## src/core/pce_pkg.sv

```systemverilog
// Summary of operation
// - Separate disables for engine and scanner
// - Scanner disable honoured only when scanner available
// - Enable bit releases engine from reset
// - Start bit runs shifter, clear stops it
// - Busy reads 1 while shifting or pending
// - Mode bit selects zero augmentation
// - Direction bit: right LSB first, left MSB first
// - Full flag set until word enters shifter
// - Data length field is bits per word minus one
// - Polynomial length field sets accumulator width
// - Sixteen-bit data register, input and output path
// - Accumulator byte writes preset the seed
// - Accumulator reads back, clears on reset
// - Shifter view is read-only shifter contents
// - Polynomial bits enable feedback taps
// - Polynomial bit zero always reads one
package pce_pkg;
  localparam int ADDR_W = 16;
  localparam int DATA_W = 16;
  localparam int FIFO_DEPTH = 4;
  // Register indices; byte address is four times the index
  localparam logic [11:0] IDX_DATA = 12'hf6f;
  localparam logic [11:0] IDX_ACC = 12'hf71;
  localparam logic [11:0] IDX_SHIFT = 12'hf73;
  localparam logic [11:0] IDX_POLY = 12'hf75;
  localparam logic [11:0] IDX_CTRL = 12'hf77;
  localparam logic [11:0] IDX_LEN = 12'hf78;
  localparam logic [11:0] IDX_PMD = 12'hf7a;
  // Control register fields
  localparam int CTRL_EN = 7;
  localparam int CTRL_GO = 6;
  localparam int CTRL_BUSY = 5;
  localparam int CTRL_ZERO_AUGMENT_MODE = 4;
  localparam int CTRL_SHIFT_DIRECTION = 1;
  localparam int CTRL_FULL = 0;
  // Length register fields
  localparam int LEN_DATA_LENGTH_MINUS_ONE_LSB = 4;
  localparam int LEN_POLY_LENGTH_MINUS_ONE_LSB = 0;
  // Module disable register fields
  localparam int PMD_CRC = 0;
  localparam int PMD_SCAN = 1;
  // Reset values and mask constants
  localparam logic [7:0] LEN_RESET = 8'h00;
  localparam logic [15:0] ACC_RESET = 16'h0000;
  localparam logic [15:0] POLY_RESET = 16'h0001;
  localparam logic [15:0] ALL_ONES = 16'hffff;
  localparam logic [3:0] MAX_IDX = 4'hf;
  typedef enum logic [0:0] {
    PCE_IDLE = 1'b0,
    PCE_SHIFT = 1'b1
  } pce_eng_t;
endpackage

```

## src/core/pce_crc_engine.sv

```systemverilog
// Added by the designer: the data word FIFO.
module pce_fifo #(
  parameter int WIDTH = 16,
  parameter int DEPTH = 4
) (
  input wire logic clk,
  input wire logic sys_rst,
  input wire logic inValid,
  output logic inReady,
  input wire logic [WIDTH-1:0] inData,
  output logic outValid,
  input wire logic outReady,
  output logic [WIDTH-1:0] outData
);
  localparam int PW = $clog2(DEPTH);
  typedef struct packed {
    logic [DEPTH-1:0][WIDTH-1:0] mem;
    logic [PW-1:0] rdPtr;
    logic [PW-1:0] wrPtr;
    logic [PW:0] count;
  } pce_fifo_st_t;
  pce_fifo_st_t s;
  pce_fifo_st_t next_s;
  logic push;
  logic pop;
  assign inReady = s.count != (PW+1)'(DEPTH);
  assign outValid = s.count != '0;
  assign outData = s.mem[s.rdPtr];
  assign push = inValid & inReady;
  assign pop = outValid & outReady;
  always_comb
  begin
    next_s = s;
    if (push)
    begin
      next_s.mem[s.wrPtr] = inData;
      next_s.wrPtr = (s.wrPtr == PW'(DEPTH - 1)) ? '0 : s.wrPtr + 1'b1;
    end
    if (pop)
    begin
      next_s.rdPtr = (s.rdPtr == PW'(DEPTH - 1)) ? '0 : s.rdPtr + 1'b1;
    end
    next_s.count = s.count + (PW+1)'(push) - (PW+1)'(pop);
  end
  always_ff @(posedge clk)
  begin
    if (sys_rst)
    begin
      s <= '0;
    end
    else
    begin
      s <= next_s;
    end
  end
endmodule

module pce_crc_engine
  import pce_pkg::*;
(
  input wire logic clk,
  input wire logic sys_rst,
  input wire logic psel,
  input wire logic penable,
  input wire logic pwrite,
  input wire logic [ADDR_W-1:0] paddr,
  input wire logic [31:0] pwdata,
  input wire logic [3:0] pstrb,
  output logic [31:0] prdata,
  output logic pready,
  output logic pslverr,
  input wire logic scannerAvailableCfg,
  output logic crcModuleActive,
  output logic scannerModuleActive
);
  typedef struct packed {
    pce_eng_t state;
    logic en;
    logic go;
    logic zero_augment_mode;
    logic shift_direction;
    logic [7:0] lenCfg;
    logic [15:1] poly;
    logic [15:0] acc;
    logic [15:0] dataHold;
    logic full;
    logic [15:0] shifter;
    logic [4:0] bitsLeft;
    logic crc_module_disable;
    logic scanner_module_disable;
    logic cfgMeta;
    logic cfgSync;
    logic crcActive;
    logic scanActive;
    logic [31:0] rdata;
    logic err;
  } pce_state_t;
  pce_state_t s;
  pce_state_t next_s;
  logic engineRun;
  logic fifoInReady;
  logic fifoOutValid;
  logic fifoPop;
  logic fifoFlush;
  logic [15:0] fifoData;
  logic dataPush;
  logic [11:0] idx;
  logic hit;
  logic setup;
  logic access;
  logic busy;
  logic [3:0] data_length_minus_one;
  logic [3:0] poly_length_minus_one;
  logic [15:0] polyFull;
  logic [15:0] revPoly;
  logic [15:0] mask;
  logic dbit;
  logic fb;
  logic [15:0] shifted;
  logic stepping;

  assign idx = paddr[13:2];
  assign hit = (paddr[ADDR_W-1:14] == '0) && (paddr[1:0] == 2'b00) &&
               (idx == IDX_DATA || idx == IDX_ACC || idx == IDX_SHIFT ||
                idx == IDX_POLY || idx == IDX_CTRL || idx == IDX_LEN || idx == IDX_PMD);
  assign setup = psel & ~penable;
  assign data_length_minus_one = s.lenCfg[LEN_DATA_LENGTH_MINUS_ONE_LSB+3:LEN_DATA_LENGTH_MINUS_ONE_LSB];
  assign poly_length_minus_one = s.lenCfg[LEN_POLY_LENGTH_MINUS_ONE_LSB+3:LEN_POLY_LENGTH_MINUS_ONE_LSB];
  assign polyFull = {s.poly, 1'b1};
  assign mask = ALL_ONES >> (MAX_IDX - poly_length_minus_one);
  assign engineRun = s.en & ~s.crc_module_disable;
  assign busy = (s.state == PCE_SHIFT) | s.full | fifoOutValid;
  assign stepping = engineRun & (s.state == PCE_SHIFT) & s.go;
  // Writes to the data word stall while the FIFO is full
  assign dataPush = psel & penable & pwrite & hit & (idx == IDX_DATA);
  assign pready = ~(dataPush & ~fifoInReady);
  assign access = psel & penable & pready;
  assign fifoPop = engineRun & ~s.full;
  assign fifoFlush = sys_rst | ~engineRun;
  assign prdata = s.rdata;
  assign pslverr = s.err;
  assign crcModuleActive = s.crcActive;
  assign scannerModuleActive = s.scanActive;

  pce_fifo #(
    .WIDTH(DATA_W),
    .DEPTH(FIFO_DEPTH)
  ) u_fifo (
    .clk(clk),
    .sys_rst(fifoFlush),
    .inValid(dataPush & ~s.err),
    .inReady(fifoInReady),
    .inData(pwdata[15:0]),
    .outValid(fifoOutValid),
    .outReady(fifoPop),
    .outData(fifoData)
  );

  // Reflected taps for right shifting
  always_comb
  begin
    revPoly = '0;
    for (int i = 0; i < 16; i++)
    begin
      if (4'(i) <= poly_length_minus_one)
      begin
        revPoly[i] = polyFull[4'(poly_length_minus_one - 4'(i))];
      end
    end
  end

  // One accumulation step
  always_comb
  begin
    dbit = s.shift_direction ? s.shifter[0] : s.shifter[data_length_minus_one];
    if (s.shift_direction)
    begin
      fb = s.zero_augment_mode ? s.acc[0] : (s.acc[0] ^ dbit);
      shifted = s.acc >> 1;
      shifted[poly_length_minus_one] = s.zero_augment_mode & dbit;
      shifted = shifted ^ (fb ? revPoly : '0);
    end
    else
    begin
      fb = s.zero_augment_mode ? s.acc[poly_length_minus_one] : (s.acc[poly_length_minus_one] ^ dbit);
      shifted = {s.acc[14:0], s.zero_augment_mode & dbit};
      shifted = shifted ^ (fb ? polyFull : '0);
    end
    shifted = shifted & mask;
  end

  always_comb
  begin
    next_s = s;
    next_s.cfgMeta = scannerAvailableCfg;
    next_s.cfgSync = s.cfgMeta;
    next_s.crcActive = engineRun;
    next_s.scanActive = s.cfgSync & ~s.scanner_module_disable;
    if (!engineRun)
    begin
      next_s.state = PCE_IDLE;
      next_s.full = 1'b0;
      next_s.shifter = '0;
      next_s.bitsLeft = '0;
    end
    else
    begin
      if (fifoPop && fifoOutValid)
      begin
        next_s.full = 1'b1;
        next_s.dataHold = fifoData;
      end
      case (s.state)
        PCE_IDLE:
        begin
          if (s.go && s.full)
          begin
            next_s.shifter = s.dataHold;
            next_s.full = 1'b0;
            next_s.bitsLeft = 5'(data_length_minus_one) + 5'd1;
            next_s.state = PCE_SHIFT;
          end
        end
        PCE_SHIFT:
        begin
          if (s.go)
          begin
            next_s.acc = shifted;
            next_s.shifter = s.shift_direction ? (s.shifter >> 1) : (s.shifter << 1);
            next_s.bitsLeft = s.bitsLeft - 5'd1;
            if (s.bitsLeft == 5'd1)
            begin
              next_s.state = PCE_IDLE;
            end
          end
        end
        default:
        begin
          next_s.state = PCE_IDLE;
        end
      endcase
    end
    if (setup)
    begin
      next_s.err = ~hit;
      next_s.rdata = '0;
      case (idx)
        IDX_DATA: next_s.rdata[15:0] = s.dataHold;
        IDX_ACC: next_s.rdata[15:0] = s.acc;
        IDX_SHIFT: next_s.rdata[15:0] = s.shifter;
        IDX_POLY: next_s.rdata[15:0] = polyFull;
        IDX_CTRL:
        begin
          next_s.rdata[CTRL_EN] = s.en;
          next_s.rdata[CTRL_GO] = s.go;
          next_s.rdata[CTRL_BUSY] = busy;
          next_s.rdata[CTRL_ZERO_AUGMENT_MODE] = s.zero_augment_mode;
          next_s.rdata[CTRL_SHIFT_DIRECTION] = s.shift_direction;
          next_s.rdata[CTRL_FULL] = s.full;
        end
        IDX_LEN: next_s.rdata[7:0] = s.lenCfg;
        IDX_PMD:
        begin
          next_s.rdata[PMD_CRC] = s.crc_module_disable;
          next_s.rdata[PMD_SCAN] = s.scanner_module_disable;
        end
        default: next_s.rdata = '0;
      endcase
      if (!hit)
      begin
        next_s.rdata = '0;
      end
    end
    if (access && pwrite && !s.err)
    begin
      case (idx)
        IDX_ACC:
        begin
          if (pstrb[0])
          begin
            next_s.acc[7:0] = pwdata[7:0];
          end
          if (pstrb[1])
          begin
            next_s.acc[15:8] = pwdata[15:8];
          end
        end
        IDX_POLY:
        begin
          if (pstrb[0])
          begin
            next_s.poly[7:1] = pwdata[7:1];
          end
          if (pstrb[1])
          begin
            next_s.poly[15:8] = pwdata[15:8];
          end
        end
        IDX_CTRL:
        begin
          if (pstrb[0])
          begin
            next_s.en = pwdata[CTRL_EN];
            next_s.go = pwdata[CTRL_GO];
            next_s.zero_augment_mode = pwdata[CTRL_ZERO_AUGMENT_MODE];
            next_s.shift_direction = pwdata[CTRL_SHIFT_DIRECTION];
          end
        end
        IDX_LEN:
        begin
          if (pstrb[0])
          begin
            next_s.lenCfg = pwdata[7:0];
          end
        end
        IDX_PMD:
        begin
          if (pstrb[0])
          begin
            next_s.crc_module_disable = pwdata[PMD_CRC];
            next_s.scanner_module_disable = pwdata[PMD_SCAN];
          end
        end
        default:
        begin
          next_s.err = s.err;
        end
      endcase
    end
  end

  always_ff @(posedge clk)
  begin
    if (sys_rst)
    begin
      s <= '0;
      s.state <= PCE_IDLE;
      s.lenCfg <= LEN_RESET;
      s.poly <= POLY_RESET[15:1];
      s.acc <= ACC_RESET;
    end
    else
    begin
      s <= next_s;
    end
  end
endmodule

```

## config.mk

```make
export PLATFORM = sky130hd
export DESIGN_NAME = pce_crc_engine
export DESIGN_NICKNAME = d
export VERILOG_FILES = /design/src/core/pce_pkg.sv /design/src/core/pce_crc_engine.sv
export SDC_FILE = /design/constraint.sdc
export NUM_CORES = 1
export LEC_CHECK = 0
export BUFFER_PORTS_ARGS = -buffer_cell sky130_fd_sc_hd__buf_2
export CAP_MARGIN = 20
export CELL_PAD_IN_SITES_DETAIL_PLACEMENT = 0
export CELL_PAD_IN_SITES_GLOBAL_PLACEMENT = 2
export CORE_AREA = 2 2 178 180
export CTS_CLUSTER_SIZE = 14
export DETAILED_ROUTE_END_ITERATION = 6
export DIE_AREA = 0 0 180 182
export PLACE_DENSITY_LB_ADDON = 0.12
export SLEW_MARGIN = 20
export SYNTH_ARGS = -nofsm -noshare
export SYNTH_HDL_FRONTEND = slang
export SYNTH_SLANG_ARGS = --single-unit
```

## constraint.sdc

```tcl
create_clock -name clk -period 5.1 [get_ports clk]
set_clock_uncertainty 0.05 [all_clocks]
set_input_delay 0.51 -clock clk [delete_from_list [all_inputs] [get_ports clk]]
set_output_delay 0.51 -clock clk [all_outputs]
set_load 0.05 [all_outputs]
```

==> impl_metrics.env, run 1 <==
export IMPL_p_comb_share_pct=3.4
export IMPL_port_buffers=59
export IMPL_gp_congestion=0.855
export IMPL_synth_top_area_share_pct=32.2
export IMPL_worst_setup_path_start_kind="register"
export IMPL_cts_sink_count=176
export IMPL_powerDensity_mw_per_mm2=237
export IMPL_avgSynthCellArea_um2=8.03
export IMPL_antenna_found_initial=1
export IMPL_final_cell_mix="nand2_1 (248), a21oi_1 (179), dfxtp_1 (176)"
export IMPL_cp_slowest_stage_delay_ns=0.94
export IMPL_final_setup_worst_slack_ns=1.38
export IMPL_wl_per_cell_um=23.1
export IMPL_synth_seq_area_share_pct=32.2
export IMPL_area_growth_pct=8.52
export IMPL_grt_usage_pct=24.7
export IMPL_dp_hpwl_um=28500
export IMPL_hold_violations=0
export IMPL_fmax_mhz=268
export IMPL_fin_nets=1427
export IMPL_rsz0062_at_grt="false"
export IMPL_fin_total_pwr_w=0.00281
export IMPL_core_mm2=0.0310
export IMPL_synth_area_leaders="dfxtp_1 (32%), nand2_1 (8.5%), a21oi_1 (8.2%)"
export IMPL_tns_ns=0
export IMPL_post_route_period_util_pct=73.0
export IMPL_setup_viol=0
export IMPL_top_usage_layer="met2"
export IMPL_cellLeakagePower_nw=3.93
export IMPL_crit_slowest_cell="ha_1"
export IMPL_cp_max_fo=16
export IMPL_p_sw_share_pct=27.1
export IMPL_vias_per_cell=5.68
export IMPL_slew_viol_final=0
export IMPL_outcome="finished clean"
export IMPL_grt_pass1_vias=9488
export IMPL_crit_chain="clkinv_1 > ha_1 > mux2i_1 > mux4_2 > or3_1 > o211ai_1 > o221ai_1 > xnor2_1 > mux2i_1 > o22ai_1"
export IMPL_yosys_warnings=0
export IMPL_fillCellCount=3209
export IMPL_synth_seq_cells=176
export IMPL_postRouteAntennaNets=0
export IMPL_drc_errors=0
export IMPL_crit_type="reg2reg"
export IMPL_use_met1_pct=35.4
export IMPL_htreeDepth=4
export IMPL_dr_pass1_iters=5
export IMPL_crit_required_ns=5.41
export IMPL_worstPathArrival_ns=4.04
export IMPL_io_pins=94
export IMPL_first_iter_violations=776
export IMPL_grt_pass1_wl_um=61400
export IMPL_min_path_type="in2reg"
export IMPL_cts_tree="yes"
export IMPL_die_w_um=180
export IMPL_initial_core_util_pct=35.3
export IMPL_insertion_delay_ns=0.45
export IMPL_clk_path_buf_depth=2
export IMPL_finalCriticalPeriod_ns=3.72
export IMPL_synth_edf_count=0
export IMPL_synth_area_leader_cell="dfxtp_1"
export IMPL_dieArea_mm2=0.0328
export IMPL_hold_slack_ns=0.224
export IMPL_root_buffer="clkbuf_16"
export IMPL_post_route_util_pct=38.3
export IMPL_wl_um=40500
export IMPL_power_share_sequential_pct=48.8
export IMPL_power_switching_w=0.000762
export IMPL_post_cts_buffers=0
export IMPL_overflow=0
export IMPL_clock_power_share_pct=47.8
export IMPL_dp_slack_ns=1.41
export IMPL_rows=65
export IMPL_cts_buffers=17
export IMPL_synthArstFlopShare_pct=0
export IMPL_ys_flop_type="dfxtp_1"
export IMPL_gr_usage_met2_pct=35.7
export IMPL_drive_above_1_share_pct=13.3
export IMPL_via_count=9958
export IMPL_slew_headroom_pct=33.8
export IMPL_end_kind="register"
export IMPL_internal_power_w=0.00205
export IMPL_use_met3_pct=5.15
export IMPL_ir_drop_mv=0.217
export IMPL_worst_pin_slew_ns=0.993
export IMPL_grt_max_degree=85
export IMPL_crit_top_cell="mux2i_1"
export IMPL_hold_buffers=0
export IMPL_clkTransAtPathRegs_ns=0.08
export IMPL_die_h_um=182
export IMPL_syn_cell_area_mm2=0.0109
export IMPL_max_cap_violations=0
export IMPL_cts_resized=0
export IMPL_synth_distinct_cells=71
export IMPL_netlist_instances=1362
export IMPL_final_common_cell="nand2_1"
-- path summary, 6_finish.rpt --
| check | from | endpoint | slack, ns | cells after the start |
|---|---|---|---|---|
| max | poly_length_minus_one[0] | s[84] | 1.38 | 10 |
| max reg2reg | poly_length_minus_one[0] | s[84] | 1.38 | 10 |
| min reg2reg | next_s[35] | s[35] | 0.39 | 1 |
| min | scannerAvailableCfg | next_s[35] | 0.22 | 2 |
-- critical path: cells and delay by family, from the launching register on --
| family | cells | cell delay (ns) |
|---|---|---|
| adder cells (fa/ha/maj) | 1 | 0.94 |
| AO/OA/AOI/OAI | 3 | 0.39 |
| flip-flops | 1 | 0.35 |
| buffers and inverters | 1 | 0.39 |
| multiplexers | 3 | 0.87 |
| XOR/XNOR | 1 | 0.28 |
| AND/OR/NAND/NOR | 1 | 0.36 |
-- per-stage QoR --
step | instance area (um2) | instances
floorplan | 11000 | 1377
global placement | 11300 | 1719
detailed placement | 11300 | 1719
CTS | 11900 | 1751
global route | 11900 | 1752
finish | 11900 | 1753
-- area by class of cell --
type	instances	area [um2]	share of cell area, %
Sequential cell	176	3520	29.7
Tap cell	402	503	4.24
Clock buffer	17	425	3.58
Inverter	34	128	1.08
Clock inverter	15	164	1.38
Multi-Input combinational cell	1024	6640	56.0
Timing Repair Buffer	83	475	4.01
Antenna cell	2	5.00	0.0422
-- routing by layer --
layer	routed length, um	vias to the layer above
li1	-	4750
met1	19300	4783
met2	16900	357
met3	2750	68
met4	1540	0
met5	0	-
-- power groups by stage --
stage | Clock (W) | Combinational (W) | Sequential (W)
floorplan | 0 | 0.0000610 | 0.00141
global placement | 0 | 0.0000965 | 0.00141
detailed placement | 0 | 0.0000960 | 0.00141
CTS | 0.00137 | 0.0000960 | 0.00137
global route | 0.00143 | 0.000102 | 0.00137
finish | 0.00134 | 0.0000958 | 0.00137
-- cell families after synthesis --
group	Yosys count	synth area share, %
simple gates	490	19.9
other cells	1	0.0343
flops	176	32.2
xor+xnor	25	2.00
compound gates	355	20.2
buf+inv	177	7.81
mux	105	13.9
fa+ha+maj	33	3.84
-- synthesized netlist by cell type, types with 3 or more instances --
| cell | number |
|---|---|
| a32oi_1 | 4 |
| nor2_1 | 100 |
| a311oi_1 | 10 |
| mux2_2 | 9 |
| a21oi_1 | 179 |
| nand3_1 | 36 |
| or3_1 | 7 |
| mux2i_1 | 59 |
| buf_1 | 7 |
| nor3_1 | 15 |
| dfxtp_1 | 176 |
| a222oi_1 | 4 |
| ha_1 | 32 |
| xnor2_1 | 16 |
| buf_2 | 15 |
| and2_1 | 9 |
| nor3b_1 | 7 |
| nor2b_1 | 8 |
| nand2_1 | 248 |
| nor4_1 | 5 |
| o211ai_1 | 9 |
| nand4_1 | 11 |
| xor2_1 | 9 |
| buf_4 | 36 |
| nand2b_1 | 10 |
| buf_6 | 4 |
| mux4_2 | 37 |
| nand3b_1 | 6 |
| o21ai_0 | 28 |
| a21o_1 | 3 |
| o21a_1 | 4 |
| a221oi_1 | 3 |
| a211oi_1 | 26 |
| o22ai_1 | 6 |
| clkbuf_1 | 76 |
| a31oi_1 | 16 |
| a22oi_1 | 33 |
| a31o_2 | 3 |
| and3_1 | 14 |
| o221ai_1 | 3 |
| clkbuf_2 | 5 |
| inv_1 | 31 |
-- flip-flops by register name, summed over array words and instances, names as in the netlist --
register	count
u_fifo.s	71
s	62
prdata	16
polyFull	15
data_length_minus_one	4
poly_length_minus_one	4
crcModuleActive	1
next_s	1
pslverr	1
scannerModuleActive	1
No activity file was read; power rests on OpenSTA's default activity.
==> run 2, diff against run 1 <==
--- a/config.mk
+++ b/config.mk
@@ -5,14 +5,15 @@
 export SDC_FILE = /design/constraint.sdc
 export NUM_CORES = 1
 export LEC_CHECK = 0
+export ABC_AREA = 1
 export BUFFER_PORTS_ARGS = -buffer_cell sky130_fd_sc_hd__buf_2
 export CAP_MARGIN = 20
 export CELL_PAD_IN_SITES_DETAIL_PLACEMENT = 0
 export CELL_PAD_IN_SITES_GLOBAL_PLACEMENT = 2
-export CORE_AREA = 2 2 178 180
+export CORE_AREA = 2 2 188 190
 export CTS_CLUSTER_SIZE = 14
 export DETAILED_ROUTE_END_ITERATION = 6
-export DIE_AREA = 0 0 180 182
+export DIE_AREA = 0 0 190 192
 export PLACE_DENSITY_LB_ADDON = 0.12
 export SLEW_MARGIN = 20
 export SYNTH_ARGS = -nofsm -noshare
==> constraint.sdc (replaced) <==
create_clock -name clk -period 3.5 [get_ports clk]
set_clock_uncertainty 0.05 [all_clocks]
set_input_delay 0.35 -clock clk [delete_from_list [all_inputs] [get_ports clk]]
set_output_delay 0.35 -clock clk [all_outputs]
set_load 0.05 [all_outputs]
==> run 2 against run 1 <==
Net effect:
- total power rose by 46%
- design area rose by 3.7%
- register-to-register slack got worse by 0.85 ns
- non-clock buffer count rose by 7
- flip-flop and latch count did not move
- maximum frequency rose by 25%
- area after synthesis rose by 2.7%
- count of clock-buffer cells in the layout rose by 2
- die area rose by 11%
- final cell count rose by 26%
- worst hold slack got worse by 0.17 ns
- sequential share of layout area fell by 1.1 points
==> impl_metrics.env, run 2 <==
export IMPL_num_antenna_cells=0
export IMPL_tns_ns=0
export IMPL_synth_commonest_cells="nand2_1 (307), inv_1 (252), o21ai_0 (235)"
export IMPL_synth_most_common_cell="nand2_1"
export IMPL_cts_buffers=17
export IMPL_grt_max_degree=78
export IMPL_drc_errors=0
export IMPL_dp_hpwl_um=31300
export IMPL_reg2reg_setup_slack_ns=0.53
export IMPL_post_cts_buffers=0
export IMPL_synth_area_leaders="dfxtp_1 (31%), o21ai_0 (10%), nand2_1 (10%)"
export IMPL_end_kind="register"
export IMPL_ir_drop_mv=0.361
export IMPL_min_path_type="in2reg"
export IMPL_crit_slowest_cell="dfxtp_1"
export IMPL_die_w_um=190
export IMPL_cp_max_fo=29
export IMPL_synth_edf_count=0
export IMPL_grt_usage_pct=23.5
export IMPL_final_common_cell="nand2_1"
export IMPL_max_cap_violations=0
export IMPL_fin_nets=1836
export IMPL_largest_register_ffs=71
export IMPL_cts_resized=0
export IMPL_cp_slowest_stage_delay_ns=0.59
export IMPL_core_mm2=0.0343
export IMPL_crit_chain="inv_4 > o21ai_1 > nand3_1 > nand3_2 > nand2_2 > nand2_2 > nand3_2 > nand2_2 > nand3_1 > nand2_1 > nand3_1 > nand2_1 > nand2_1 > a21oi_2"
export IMPL_holdPathStages=3
export IMPL_clk_path_buf_depth=2
export IMPL_initial_core_util_pct=32.8
export IMPL_worst_setup_path_start_kind="register"
export IMPL_fmax_mhz=337
export IMPL_setup_viol=0
export IMPL_fillCellCount=3798
export IMPL_syn_cell_area_mm2=0.0112
export IMPL_port_buffers=59
export IMPL_post_route_period_util_pct=84.9
export IMPL_grt_pass1_vias=10600
export IMPL_worst_pin_slew_ns=0.952
export IMPL_antenna_found_initial=1
export IMPL_drive_above_1_share_pct=8.82
export IMPL_netlist_instances=1744
export IMPL_avgSynthCellArea_um2=6.44
export IMPL_finalCriticalPeriod_ns=2.97
export IMPL_synth_top_area_share_pct=31.4
export IMPL_htreeDepth=4
export IMPL_grt_pass1_wl_um=64800
export IMPL_final_cell_mix="nand2_1 (307), inv_1 (252), o21ai_0 (235)"
export IMPL_wl_per_cell_um=19.0
export IMPL_gp_congestion=0.833
export IMPL_synth_distinct_cells=46
export IMPL_yosys_warnings=0
export IMPL_crit_type="reg2reg"
export IMPL_slew_viol_final=0
export IMPL_hold_slack_ns=0.0563
export IMPL_insertion_delay_ns=0.46
export IMPL_io_pins=94
export IMPL_ys_flop_type="dfxtp_1"
export IMPL_synth_seq_area_share_pct=31.4
export IMPL_worst_r2r_path_depth=14
export IMPL_hold_buffers=0
export IMPL_powerDensity_mw_per_mm2=334
export IMPL_postRouteAntennaNets=0
export IMPL_first_iter_violations=715
export IMPL_regMostFlops="u_fifo.s"
export IMPL_wl_um=42000
export IMPL_cellLeakagePower_nw=4.63
export IMPL_cts_sink_count=176
export IMPL_synthArstFlopShare_pct=0
export IMPL_rows=68
export IMPL_outcome="finished clean"
export IMPL_overflow=0
export IMPL_hold_violations=0
export IMPL_vias_per_cell=5.10
export IMPL_via_count=11300
export IMPL_dieArea_mm2=0.0365
export IMPL_synth_seq_cells=176
export IMPL_area_growth_pct=9.53
export IMPL_synth_area_leader_cell="dfxtp_1"
export IMPL_root_buffer="clkbuf_16"
export IMPL_worstPathArrival_ns=3.31
export IMPL_dr_pass1_iters=5
export IMPL_cts_tree="yes"
export IMPL_crit_required_ns=3.84
export IMPL_slew_headroom_pct=36.5
export IMPL_die_h_um=192
export IMPL_rsz0062_at_grt="false"
export IMPL_clkTransAtPathRegs_ns=0.07
run 2: changes by cell type after synthesis, sizes merged, moves of 11 or more:
cell / previous run / this run
and3: 14 / 3
xnor2: 16 / 0
a22oi: 33 / 0
mux2i: 59 / 0
o21ai: 28 / 241
a211oi: 26 / 9
nand4: 11 / 34
inv: 32 / 254
mux4: 37 / 0
a21oi: 179 / 194
nand2: 248 / 315
o22ai: 8 / 19
nand3: 36 / 145
clkbuf: 81 / 61
run 2: path summary, 6_finish.rpt:
kind,startpoint,endpoint
worst min-delay path,scannerAvailableCfg,next_s[35]
worst max-delay path,data_length_minus_one[0],s[84]
worst max register to register,data_length_minus_one[0],s[84]
worst min register to register,next_s[35],s[35]
run 2: critical path, delay by kind of cell, from the launching register on:
family	cells	cell delay (ns)
AO/OA/AOI/OAI	2	0.25
AND/OR/NAND/NOR	11	1.82
buffers and inverters	1	0.15
flip-flops	1	0.59
run 2: power by group:
| group | switching [W] | internal (W) | leakage (nW) |
|---|---|---|---|
| sequential | 0.00000123 | 0.00200 | 1.42 |
| combinational | 0.000128 | 0.0000296 | 2.93 |
| clock | 0.000914 | 0.00103 | 0.283 |
| total | 0.00104 | 0.00306 | 4.63 |
run 2: kinds of logic (layout without fill, tap and decap cells):
family	Yosys count	after routing	share of synthesized area (%)
AO/OA/AOI/OAI	527	527	25.6
other	1	16	0.0334
flip-flops	176	176	31.4
XOR/XNOR	6	6	0.468
adder cells (fa/ha/maj)	33	33	3.74
AND/OR/NAND/NOR	616	616	23.9
buffers and inverters	385	384	14.9
run 2: final cells by class:
cell class / count / area, um2 / area share, %
multi-input combinational: 1198 / 6110 / 49.6
timing repair buffer: 90 / 541 / 4.39
clock buffer: 19 / 453 / 3.68
sequential: 176 / 3520 / 28.6
tap: 455 / 569 / 4.63
inverter: 262 / 986 / 8.01
clock inverter: 13 / 129 / 1.05
run 2: routing by layer:
layer	vias up	part of all wire (%)	global-route usage (%)
li1	5771	-	-
met2	208	47	39.7
met3	30	3.0	2.54
met5	-	0	0
met1	5286	48	31.8
met4	0	1.6	6.23
run 2: through the flow:
stage | worst slack (ns) | std cells | power [W] | utilization [%] | instance area (um2)
2_1_floorplan | 1.04 | 1759 | 0.00215 | - | 11300
3_3_place_gp | 0.563 | 2181 | 0.00221 | 34.2 | 11700
3_5_place_dp | 0.548 | 2181 | 0.00221 | 34.2 | 11700
4_1_cts | 0.514 | 2213 | 0.00416 | 35.9 | 12300
5_1_grt | 0.223 | 2213 | 0.00424 | 35.9 | 12300
6_report | 0.529 | 2213 | 0.00411 | 35.9 | 12300
